`src/logic/qaw_consts.svh`:
```
// Register offsets, field values and reset values of the Q&A watchdog
`ifndef QAW_CONSTS_SVH
`define QAW_CONSTS_SVH

// Register byte offsets
`define QAW_OFS_QUESTION     8'h00
`define QAW_OFS_RESULT       8'h04
`define QAW_OFS_ANSWER       8'h08
`define QAW_OFS_WIN1         8'h0C
`define QAW_OFS_WIN2         8'h10
`define QAW_OFS_FEEDBACK     8'h14

// Field widths
`define QAW_WIN_W            8
`define QAW_FDBK_W           4

// Answer byte index values
`define QAW_IDX_FIRST        2'b11
`define QAW_IDX_LAST         2'b00
`define QAW_IDX_STEP         2'b01

// Reset values, increments and limits
`define QAW_STEP_RST         4'h0
`define QAW_MARKOV_RST       4'h0
`define QAW_STEP_ONE         4'h1
`define QAW_STEP_MAX         4'hF
`define QAW_TALLY_RST        3'h0
`define QAW_TALLY_MAX        3'h7
`define QAW_TALLY_ONE        3'h1
`define QAW_WIN_RST          8'h00
`define QAW_FDBK_DEFAULT     4'h0

`endif

```
`src/logic/qaw_pkg.sv`:
```
// Types shared by the Q&A watchdog design
package qaw_pkg;

  // Watchdog result register layout, bit 9 down to bit 0
  typedef struct packed {
    logic [2:0] fail_tally;
    logic [1:0] answer_byte_index;
    logic       sequence_fault;
    logic       window_setting_changed;
    logic       premature;
    logic       no_response;
    logic       answer_mismatch;
  } qaw_result_s;

  // APB request fields as seen by the slave
  typedef struct packed {
    logic        sel;
    logic        enable;
    logic        write;
    logic [7:0]  addr;
    logic [31:0] wdata;
  } qaw_apb_req_s;

  // Sequence end classification
  typedef enum logic [4:0] {
    QAW_EV_NONE    = 5'b00001,
    QAW_EV_GOOD    = 5'b00010,
    QAW_EV_BAD     = 5'b00100,
    QAW_EV_TIMEOUT = 5'b01000,
    QAW_EV_CFG     = 5'b10000
  } qaw_event_e;

endpackage

```
`src/logic/qaw_watchdog.sv`:
```
// Q&A watchdog question generation, answer check and result tally
//
// Decided for this implementation: the register offsets and register access over APB.
`timescale 1ns/1ns
`include "qaw_consts.svh"

module qaw_watchdog (
  // Clock, reset, enable
  input  wire logic                 clk,
  input  wire logic                 rst,
  input  wire logic                 ce,
  // APB slave
  input  wire logic                 psel,
  input  wire logic                 penable,
  input  wire logic                 pwrite,
  input  wire logic [7:0]           paddr,
  input  wire logic [31:0]          pwdata,
  output logic      [31:0]          prdata,
  output logic                      pready,
  output logic                      pslverr,
  // Window timing and SPI frame status
  input  wire logic                 in_second_window,
  input  wire logic                 timeout_event,
  input  wire logic                 spi_cs_n,
  // Watchdog state
  output logic      [3:0]           question,
  output qaw_pkg::qaw_result_s      result,
  output logic      [7:0]           first_window_length,
  output logic      [7:0]           second_window_length,
  output logic                      sequence_restart
);

  logic [3:0]           question_step_counter;
  logic [3:0]           markov;
  logic [3:0]           question_feedback_setting;
  logic                 cs_meta;
  logic                 cs_sync;
  qaw_pkg::qaw_apb_req_s req;
  qaw_pkg::qaw_event_e  ev;
  logic                 wr_en;
  logic                 ans_wr;
  logic                 win_wr;
  logic                 final_wr;
  logic                 mismatch_now;
  logic                 seq_mismatch;
  logic                 frame_active;
  logic [7:0]           ref_byte;
  logic [3:0]           next_markov;
  logic [2:0]           fail_tally;
  logic [1:0]           answer_byte_index;
  logic                 answer_mismatch;
  logic                 sequence_fault;
  logic                 window_setting_changed;
  logic                 premature;
  logic                 no_response;
  logic                 earlier_mismatch;

  // Answer table row for a question: answers three down to zero
  function automatic logic [31:0] answer_row(input logic [3:0] q);
    case (q)
      4'h0: answer_row = 32'hFF0FF000;
      4'h1: answer_row = 32'hB040BF4F;
      4'h2: answer_row = 32'hE919E616;
      4'h3: answer_row = 32'hA656A959;
      4'h4: answer_row = 32'h75857A8A;
      4'h5: answer_row = 32'h3ACA35C5;
      4'h6: answer_row = 32'h63936C9C;
      4'h7: answer_row = 32'h2CDC23D3;
      4'h8: answer_row = 32'hD222DD2D;
      4'h9: answer_row = 32'h9D6D9262;
      4'hA: answer_row = 32'hC434CB3B;
      4'hB: answer_row = 32'h8B7B8474;
      4'hC: answer_row = 32'h58A857A7;
      4'hD: answer_row = 32'h17E718E8;
      4'hE: answer_row = 32'h4EBE41B1;
      default: answer_row = 32'h01F10EFE;
    endcase
  endfunction

  // Saturating step of the fail tally
  function automatic logic [2:0] tally_step(input logic [2:0] t,
                                            input logic       up);
    tally_step = up ? ((t == `QAW_TALLY_MAX) ? t : t + `QAW_TALLY_ONE)
                    : ((t == `QAW_TALLY_RST) ? t : t - `QAW_TALLY_ONE);
  endfunction

  assign req = '{sel: psel, enable: penable, write: pwrite,
                 addr: paddr, wdata: pwdata};

  // APB decode, zero wait states
  assign pready       = 1'b1;
  assign wr_en        = ce & req.sel & req.enable & req.write;
  assign ans_wr       = wr_en & (req.addr == `QAW_OFS_ANSWER);
  assign win_wr       = wr_en & ((req.addr == `QAW_OFS_WIN1) |
                                 (req.addr == `QAW_OFS_WIN2));
  assign final_wr     = ans_wr &
                        (result.answer_byte_index == `QAW_IDX_LAST);
  assign frame_active = ~cs_sync;

  assign question = question_step_counter ^ markov;

  // Default feedback leaves table bytes unchanged
  always_comb begin
    logic [31:0] row;
    row      = answer_row(question);
    ref_byte = row[{result.answer_byte_index, 3'b000} +: 8] ^
               {question_feedback_setting, question_feedback_setting};
  end

  assign mismatch_now     = (req.wdata[7:0] != ref_byte);
  assign earlier_mismatch = answer_mismatch &
                            (answer_byte_index != `QAW_IDX_FIRST);
  assign seq_mismatch     = mismatch_now | earlier_mismatch;

  // Sequence end classification; window write wins over all
  always_comb begin
    if (win_wr) begin
      ev = qaw_pkg::QAW_EV_CFG;
    end else if (final_wr) begin
      // Good only with final byte in second window
      ev = (!seq_mismatch && in_second_window) ? qaw_pkg::QAW_EV_GOOD
                                               : qaw_pkg::QAW_EV_BAD;
    end else if (ce && timeout_event) begin
      ev = qaw_pkg::QAW_EV_TIMEOUT;
    end else begin
      ev = qaw_pkg::QAW_EV_NONE;
    end
  end

  assign sequence_restart = (ev != qaw_pkg::QAW_EV_NONE);

  // XNOR feedback moves the chain off zero
  assign next_markov = {markov[2:0], ~(markov[3] ^ markov[2])};

  // Chip select pin synchroniser
  always_ff @(posedge clk or posedge rst) begin
    if (rst) begin
      cs_meta <= 1'b1;
      cs_sync <= 1'b1;
    end else if (ce) begin
      cs_meta <= spi_cs_n;
      cs_sync <= cs_meta;
    end
  end

  always_ff @(posedge clk or posedge rst) begin
    if (rst) begin
      question_step_counter <= `QAW_STEP_RST;
      markov                <= `QAW_MARKOV_RST;
    end else if (ev == qaw_pkg::QAW_EV_GOOD) begin
      // New question at the next edge
      question_step_counter <= question_step_counter + `QAW_STEP_ONE;
      if (question_step_counter == `QAW_STEP_MAX) begin
        markov <= next_markov;
      end
    end
  end

  // Window lengths and feedback setting
  always_ff @(posedge clk or posedge rst) begin
    if (rst) begin
      first_window_length       <= `QAW_WIN_RST;
      second_window_length      <= `QAW_WIN_RST;
      question_feedback_setting <= `QAW_FDBK_DEFAULT;
    end else if (wr_en) begin
      case (req.addr)
        `QAW_OFS_WIN1: first_window_length <= req.wdata[7:0];
        `QAW_OFS_WIN2: second_window_length <= req.wdata[7:0];
        `QAW_OFS_FEEDBACK: question_feedback_setting <= req.wdata[3:0];
        default: ;
      endcase
    end
  end

  // Answer index and mismatch flag
  always_ff @(posedge clk or posedge rst) begin
    if (rst) begin
      answer_byte_index <= `QAW_IDX_FIRST;
      answer_mismatch   <= 1'b0;
    end else if (sequence_restart) begin
      // Each new sequence expects answer three
      // Final byte reloads index to three
      answer_byte_index <= `QAW_IDX_FIRST;
      if (final_wr && !win_wr) begin
        answer_mismatch <= seq_mismatch;
      end
    end else if (ans_wr) begin
      answer_mismatch   <= seq_mismatch;
      answer_byte_index <= answer_byte_index - `QAW_IDX_STEP;
    end
  end

  // Fail tally saturates at both ends
  always_ff @(posedge clk or posedge rst) begin
    if (rst) begin
      fail_tally <= `QAW_TALLY_RST;
    end else if (sequence_restart) begin
      // Good sequence counts down, all others up
      fail_tally <= tally_step(fail_tally, ev != qaw_pkg::QAW_EV_GOOD);
    end
  end

  // Status flags, rewritten at every sequence end
  always_ff @(posedge clk or posedge rst) begin
    if (rst) begin
      sequence_fault         <= 1'b0;
      window_setting_changed <= 1'b0;
      premature              <= 1'b0;
      no_response            <= 1'b0;
    end else if (sequence_restart) begin
      // Late wrong bytes leave premature clear
      // Flag held off during an SPI frame
      sequence_fault         <= (ev == qaw_pkg::QAW_EV_BAD) |
                                ((ev == qaw_pkg::QAW_EV_TIMEOUT) &
                                 earlier_mismatch);
      window_setting_changed <= (ev == qaw_pkg::QAW_EV_CFG);
      premature              <= (ev == qaw_pkg::QAW_EV_BAD) &
                                ~in_second_window;
      no_response            <= (ev == qaw_pkg::QAW_EV_TIMEOUT) &
                                ~frame_active;
    end
  end

  assign result = {fail_tally, answer_byte_index, sequence_fault,
                   window_setting_changed, premature, no_response,
                   answer_mismatch};

  // Read mux; unmapped offsets read zero with an error
  always_comb begin
    prdata  = 32'h00000000;
    pslverr = 1'b0;
    case (req.addr)
      `QAW_OFS_QUESTION: prdata[3:0] = question;
      `QAW_OFS_RESULT:   prdata[9:0] = result;
      `QAW_OFS_ANSWER:   prdata      = 32'h00000000;
      `QAW_OFS_WIN1:     prdata[7:0] = first_window_length;
      `QAW_OFS_WIN2:     prdata[7:0] = second_window_length;
      `QAW_OFS_FEEDBACK: prdata[3:0] = question_feedback_setting;
      default:           pslverr     = req.sel & req.enable;
    endcase
  end

  // Checks
  logic seq_end;
  assign seq_end = final_wr & ~win_wr;
endmodule

```
`config.mk`:
```
export PLATFORM = sky130hd
export DESIGN_NAME = qaw_watchdog
export DESIGN_NICKNAME = d
export VERILOG_FILES = /design/src/logic/qaw_pkg.sv /design/src/logic/qaw_watchdog.sv
export VERILOG_INCLUDE_DIRS = /design/src /design/src/logic
export SDC_FILE = /design/constraint.sdc
export NUM_CORES = 1
export LEC_CHECK = 0
export ABC_AREA = 1
export ABC_CLOCK_PERIOD_IN_PS = 4250
export BUFFER_PORTS_ARGS = -buffer_cell sky130_fd_sc_hd__buf_4
export CORE_MARGIN = 2
export CORE_UTILIZATION = 33
export DETAILED_ROUTE_END_ITERATION = 6
export GPL_ROUTABILITY_DRIVEN = 0
export RECOVER_POWER = 50
export SLEW_MARGIN = 10
export SYNTH_ARGS = -nofsm -noshare
export SYNTH_HDL_FRONTEND = slang
export SYNTH_SLANG_ARGS = --single-unit
```
`constraint.sdc`:
```
create_clock -name clk -period 4.25 [get_ports clk]
set_clock_uncertainty 0.05 [all_clocks]
set_input_delay 0 -clock clk [delete_from_list [all_inputs] [get_ports clk]]
set_output_delay 0 -clock clk [all_outputs]
set_load 0.02 [all_outputs]
```
==> impl_metrics.tcl, run 1 <==
set metrics [dict create \
    hold_viol 0 \
    num_antenna_cells 0 \
    arrival_ps 2820 \
    hpwl_um 5930 \
    core_region_area_mm2 0.00822 \
    io_buffers 66 \
    dp_slack_ps 1610 \
    routed_wl_um 7590 \
    stdcell_area_mm2 0.00343 \
    worstSetupPathType "reg -> reg" \
    final_layout_size_suffix_gt1_share_pct 18.7 \
    via_per_inst 4.77 \
    post-route-util_pct 41.7 \
    hold_class "in -> reg" \
    ir_drop_uv 178 \
    clock_latency_ps 300 \
    path_cells "inv_1 -> nand3_2 -> nand3_1 -> nand2_1 -> nand2_1 -> nand2_1 -> nand3_1 -> nor2_2 -> nand4_4 -> xor2_1 -> ha_1 -> nor2_1 -> nand4_1 -> nand2_1 -> nand3_2 -> nand2_1 -> nand2_1" \
    grt_overflow_total 0 \
    yosys_warnings 0 \
    setup_ws_ps 1580 \
    place_area_mm2 0.00329 \
    die_area_mm2 0.00924 \
    post_drt_wl_per_cell_um 13.2 \
    die_x_um 96.1 \
    cpLargestDelayFamily "simple AND/OR/NAND/NOR gates" \
    root_buffer "clkbuf_8" \
    slowest_stage "dfstp_2" \
    rsz0062_at_grt "no" \
    dr.pass1.iters 5 \
    cts_tree "done" \
    numCtsBuffers 5 \
    p_per_area_mw_per_mm2 281 \
    slowest_delay_ps 610 \
    synth_cell_types 38 \
    clk_pin_slew_ps 90 \
    crit_path_max_fanout 6 \
    worst_slew_margin_rel_pct -50.9 \
    tightest_slew_ps 2260 \
    grtUsageTotal_pct 17.5 \
    synthFlopType "dfrtp_1" \
    crit_path_frequent_cell "nand2_1" \
    leakage_nw 1.77 \
    syn_inst 395 \
    grt_pass1_wl_um 12400 \
    first_global_vias 2663 \
    area_delta_synth_final_pct 22.4 \
    critPathRequiredTime_ps 4400 \
    cp-start-kind "flip-flop" \
    initial_core_util_pct 34.1 \
    std_cell_rows 33 \
    pin_count 114 \
    cts_buffer_depth 2 \
    first_iter_violations 108 \
    layout.nets 522 \
    seq_area_frac_synth_pct 35.9 \
    setup_viol 0 \
    grt_max_degree 41 \
    finalMaxSlewViolations 41 \
    timing.setup.tns_ps 0 \
    ys_ff_latch 40 \
    postCtsSetupRepairBufs 0 \
    fmax_ghz 0.375 \
    syn_avg_cell_area_um2 7.09 \
    endpoint_kind "flip-flop" \
    crit_buf_inv 1 \
    fin_crit_ps 2670 \
    status "finished with violations" \
    maxCapViolCount 1 \
    htree_levels 2 \
    drtAntennaViolNets 0 \
    synth-edff-count 0 \
    die_h_um 96.1 \
    drc 0 \
    vias 2740 \
    async_flop_share_pct 100 \
    finalCritPeriodShare_pct 62.8 \
    netlist_area_mm2 0.00280 \
    failed_checks "capacitance limit, slew limit" \
    cts.sink_count 40 \
    antenna_found_initial 0 \
]
==> worst reg2reg max path, stage by stage (launching register included) <==
cell and delay [ps]:
dfstp_2 610, inv_1 170, nand3_2 120, nand3_1 110, nand2_1 120, nand2_1 60, nand2_1 70, nand3_1 100
nor2_2 140, nand4_4 150, xor2_1 190, ha_1 190, nor2_1 90, nand4_1 100, nand2_1 120, nand3_2 70
nand2_1 60, nand2_1 50
==> cells in the mapped netlist, types with 2 or more instances <==
| library cell | number | area (µm²) |
|---|---|---|
| nand2_1 | 139 | 522 |
| inv_1 | 38 | 143 |
| dfrtp_1 | 36 | 901 |
| buf_4 | 28 | 210 |
| o21ai_0 | 25 | 125 |
| nand3_1 | 23 | 115 |
| nor2_1 | 23 | 86.3 |
| inv_2 | 8 | 30.0 |
| xor2_1 | 7 | 61.3 |
| o211ai_1 | 6 | 45.0 |
| nand2_2 | 5 | 31.3 |
| nand4_1 | 5 | 31.3 |
| o21ai_1 | 5 | 25.0 |
| a21oi_1 | 4 | 20.0 |
| dfstp_2 | 4 | 105 |
| ha_1 | 4 | 50.1 |
| nand3_2 | 4 | 40.0 |
| a221oi_1 | 3 | 26.3 |
| nor2_2 | 3 | 18.8 |
| nor3_1 | 3 | 15.0 |
| clkbuf_1 | 2 | 7.51 |
| conb_1 | 2 | 7.51 |
| nand4_4 | 2 | 42.5 |
| nor2_4 | 2 | 22.5 |
==> cell usage in the layout (no fill, tap or decap), types with 2 or more instances in the layout <==
cell type      netlist  routed
nand2_1            139     139
buf_4               28      46
inv_1               38      38
dfrtp_1             36      36
o21ai_0             25      25
nor2_1              23      23
nand3_1             23      23
conb_1               2      23
clkbuf_1             2      20
dlygate4sd3_1        0      10
inv_2                8       8
xor2_1               7       7
o211ai_1             6       6
nand2_2              5       5
nand4_1              5       5
o21ai_1              5       5
clkbuf_8             0       5
nand3_2              4       4
a21oi_1              4       4
ha_1                 4       4
dfstp_2              4       4
nor2_2               3       3
nor3_1               3       3
a221oi_1             3       3
nand4_4              2       2
clkinv_2             1       2
nor2_4               2       2
==> logic make-up after synthesis <==
group | after synthesis | share of synthesized area [%]
adder cells (fa/ha/maj) | 4 | 1.79
other | 2 | 0.268
AO/OA/AOI/OAI | 48 | 10.1
XOR/XNOR | 8 | 2.50
buffers and inverters | 78 | 14.3
flip-flops | 40 | 35.9
AND/OR/NAND/NOR | 215 | 35.1
==> stage by stage <==
stage / std cells / total power [mW] / hold slack (ps)
2_1_floorplan: 416 / 0.588 / 0.401
3_3_place_gp: 557 / 0.649 / 134
3_5_place_dp: 557 / 0.654 / 136
4_1_cts: 575 / 0.983 / 0.521
5_1_grt: 575 / 1.02 / 27.3
6_report: 575 / 0.965 / 2.95
==> state kept, by name, summed over array words and instances, names as in the netlist, 2 cells and up <==
name / flops
second_window_length: 8
markov: 4
question_step_counter: 4
answer_byte_index: 2
question_feedback_setting: 4
first_window_length: 8
fail_tally: 3
==> report_power, final <==
part	switching [mW]	leakage [nW]	internal (mW)
clock	0.147	0.0541	0.174
sequential	0.0220	0.515	0.403
combinational	0.143	1.20	0.0767
total	0.311	1.77	0.654
==> path summary, 6_finish.rpt <==
| check | cells after the start | to | start | slack, ps |
|---|---|---|---|---|
| worst max-delay path | 17 | fail_tally[2] | answer_byte_index[1] | 1580 |
| worst min-delay path | 3 | second_window_length[7] | pwdata[7] | 3 |
| worst max register to register | 17 | fail_tally[2] | answer_byte_index[1] | 1580 |
| worst min register to register | 2 | cs_sync | cs_meta | 430 |
| max in group asynchronous | 4 | first_window_length[1] | rst | 1820 |
| min in group asynchronous | 4 | question_step_counter[0] | rst | 1030 |
==> final cells by class <==
type                            count  area (µm²)
Fill cell                         886        4790
Multi-Input combinational cell    298        1470
Sequential cell                    40        1010
Timing Repair Buffer               77         528
Inverter                           47         178
Tap cell                          105         131
Clock buffer                        5        68.8
Clock inverter                      3        42.5
==> what timing repair did <==
action                    4_1_cts  5_1_grt
hold endpoints to repair       52        0
gates resized for setup         0        0
hold buffers                   10        0
==> per-layer routing <==
metal / wire [µm] / part of all wire [%] / global-route usage, % / vias up
met3: 382 / 5.0 / 2.35 / 4
met5: 0 / 0 / 0 / -
met4: 71 / 0.94 / 5.60 / 0
li1: - / - / - / 1365
met2: 3600 / 47 / 29.7 / 92
met1: 3530 / 47 / 23.0 / 1279
Power figures use the tool's default switching activity.
==> run 2, diff against run 1 <==
ABC_CLOCK_PERIOD_IN_PS = 2500   (was 4250)
clock period = 2.5 ns   (was 4.25 ns; I/O delays follow)
==> impl_metrics.tcl, run 2 (synthesis gave the netlist of run 1 again) <==
set metrics [dict create \
    die_area_mm2 0.00924 \
    grt_max_degree 41 \
    seqPwrFrac_pct 43.1 \
    slowest_stage "dfstp_2" \
    seq_area_mm2 0.00101 \
    p_total_mw 1.66 \
    crit_buf_inv 2 \
    cts.sink_count 40 \
    drc 0 \
    setup_viol 0 \
    combPwrFrac_pct 24.8 \
    power.switching_mw 0.525 \
    status "completed" \
    p_per_area_mw_per_mm2 464 \
    maxCapViolCount 0 \
    die_h_um 96.1 \
    vias 2796 \
    min-delay-start "timeout_event" \
    clk_pin_slew_ps 90 \
    timing.setup.tns_ps 0 \
    initial_core_util_pct 34.1 \
    root_buffer "clkbuf_8" \
    routed_wl_um 7730 \
    grtUsageTotal_pct 17.2 \
    holdWs_ps 67.4 \
    fin_crit_ps 2490 \
    core_region_area_mm2 0.00822 \
    cts_tree "done" \
    r2r_end "fail_tally[2]" \
    crit_path_max_fanout 5 \
    drtAntennaViolNets 0 \
    worstSetupPathType "reg -> reg" \
    rsz0062_at_grt "yes" \
    finalCritPeriodShare_pct 99.7 \
    clock_latency_ps 290 \
    cpLargestDelayFamily "simple AND/OR/NAND/NOR gates" \
    antenna_found_initial 0 \
    path_cells "buf_4 -> ha_1 -> nor2_1 -> inv_1 -> nand2_1 -> nor2_1 -> nand3_2 -> nor2_4 -> nand4_4 -> xor2_1 -> ha_1 -> nor2_1 -> nand4_1 -> nand2_2 -> nand3_2 -> nand2_1 -> nand2_1" \
    io_buffers 66 \
    internal_power_mw 1.14 \
    leakage_nw 1.84 \
    reg2reg_slack_ps 7 \
    die_x_um 96.1 \
    tightest_slew_ps 1030 \
    hold_viol 0 \
    hpwl_um 6010 \
    instances_no_fill 590 \
    via_per_inst 4.74 \
    layout.nets 537 \
    clkPwrFrac_pct 32.1 \
    endpoint_kind "flip-flop" \
    reg2regPathDepth 17 \
    grt_overflow_total 0 \
    r2r-start "answer_byte_index[0]" \
    dr.pass1.iters 5 \
    layout_common_cells "nand2_1 (136), buf_4 (61), inv_1 (37), dfrtp_1 (33), o21ai_0 (25)" \
    reg_top3 "first_window_length (8), second_window_length (8)" \
    finalMaxSlewViolations 0 \
    area_delta_synth_final_pct 28.0 \
    htree_levels 2 \
    final_layout_size_suffix_gt1_share_pct 23.3 \
    place_area_mm2 0.00333 \
    first_global_vias 2502 \
    cp-start-kind "flip-flop" \
    cts_buffer_depth 2 \
    hold_path_depth 5 \
    stdcell_area_mm2 0.00359 \
    fmax_ghz 0.401 \
    slowest_delay_ps 590 \
    swShare_pct 31.6 \
    post_drt_wl_per_cell_um 13.1 \
    critPathRequiredTime_ps 2640 \
    num_antenna_cells 0 \
    numCtsBuffers 5 \
    dp_cells 562 \
    hold_class "in -> reg" \
    final_common_cell "nand2_1" \
    ir_drop_uv 257 \
    worst_slew_margin_rel_pct 31.6 \
    n_fill_cell 866 \
    first_iter_violations 213 \
    pin_count 114 \
    hold_end "no_response" \
    arrival_ps 2630 \
    std_cell_rows 33 \
    multi_input_area_mm2 0.00150 \
    grt_pass1_wl_um 12300 \
]
==> run 2: cell types whose count changed in the layout (fill, tap and decap cells not counted), moves of 3 or more <==
cell / previous run / this run
buf_4: 46 / 61
dfrtp_1: 36 / 33
clkbuf_1: 20 / 17
nand2_1: 139 / 136
dfrtp_2: 0 / 3
==> run 2: worst max path at each step <==
| stage | slack (ps) | depth (start not counted) | startpoint | end |
|---|---|---|---|---|
| 2_1_floorplan | 20 | 20 | answer_byte_index[0] | fail_tally[2] |
| 3_3_place_gp | 20 | 19 | answer_byte_index[0] | fail_tally[2] |
| 4_1_cts | 20 | 17 | answer_byte_index[1] | fail_tally[2] |
| 3_5_place_dp | 7 | 19 | answer_byte_index[0] | fail_tally[2] |
| 6_report | 7 | 17 | answer_byte_index[0] | fail_tally[2] |
| 5_1_grt | -160 | 19 | answer_byte_index[0] | fail_tally[2] |
==> run 2: power by group through the flow <==
| stage | combinational [mW] | clock, mW | sequential [mW] |
|---|---|---|---|
| after floorplan | 0.250 | 0 | 0.752 |
| after global placement | 0.374 | 0 | 0.733 |
| after detailed placement | 0.379 | 0 | 0.734 |
| after CTS | 0.406 | 0.552 | 0.720 |
| after global routing | 0.464 | 0.580 | 0.723 |
| final | 0.412 | 0.534 | 0.717 |
==> run 2: metal layers <==
layer	GRT usage [%]	part of all wire (%)	vias up
met3	2.58	5.1	9
met2	28.4	47	96
met5	0	0	-
li1	-	-	1393
met1	23.4	46	1298
met4	5.12	1.4	0
==> run 2: what timing repair did <==
item / CTS / global route
resized for setup: 2 / 9
setup buffers: 3 / 5
endpoints found under the setup margin: 1 / 1
hold endpoints to repair: 55 / 0
hold buffers: 12 / 0
pin swaps: 0 / 5
==> run 2: worst register-to-register path, delay by kind of cell, from the launching register on <==
kind                     cells  cell delay (ps)
XOR/XNOR                     1              160
adder cells (fa/ha/maj)      2              340
buffers and inverters        2              220
flip-flops                   1              590
AND/OR/NAND/NOR             12             1050
==> run 2: final cells by class <==
cell class | count | area share (%)
Clock inverter | 3 | 1.19
Clock buffer | 5 | 1.92
Sequential cell | 40 | 28.2
Timing Repair Buffer | 92 | 18.2
Tap cell | 105 | 3.66
Inverter | 47 | 4.95
Multi-Input combinational cell | 298 | 41.9
==> run 2: through the flow <==
step / setup slack [ps] / utilization [%]
after floorplan: 15.3 / -
after global placement: 24.8 / 40.5
after detailed placement: 7.30 / 40.5
after CTS: 19.5 / 43.7
after global routing: -161 / 43.6
final: 7.11 / 43.6
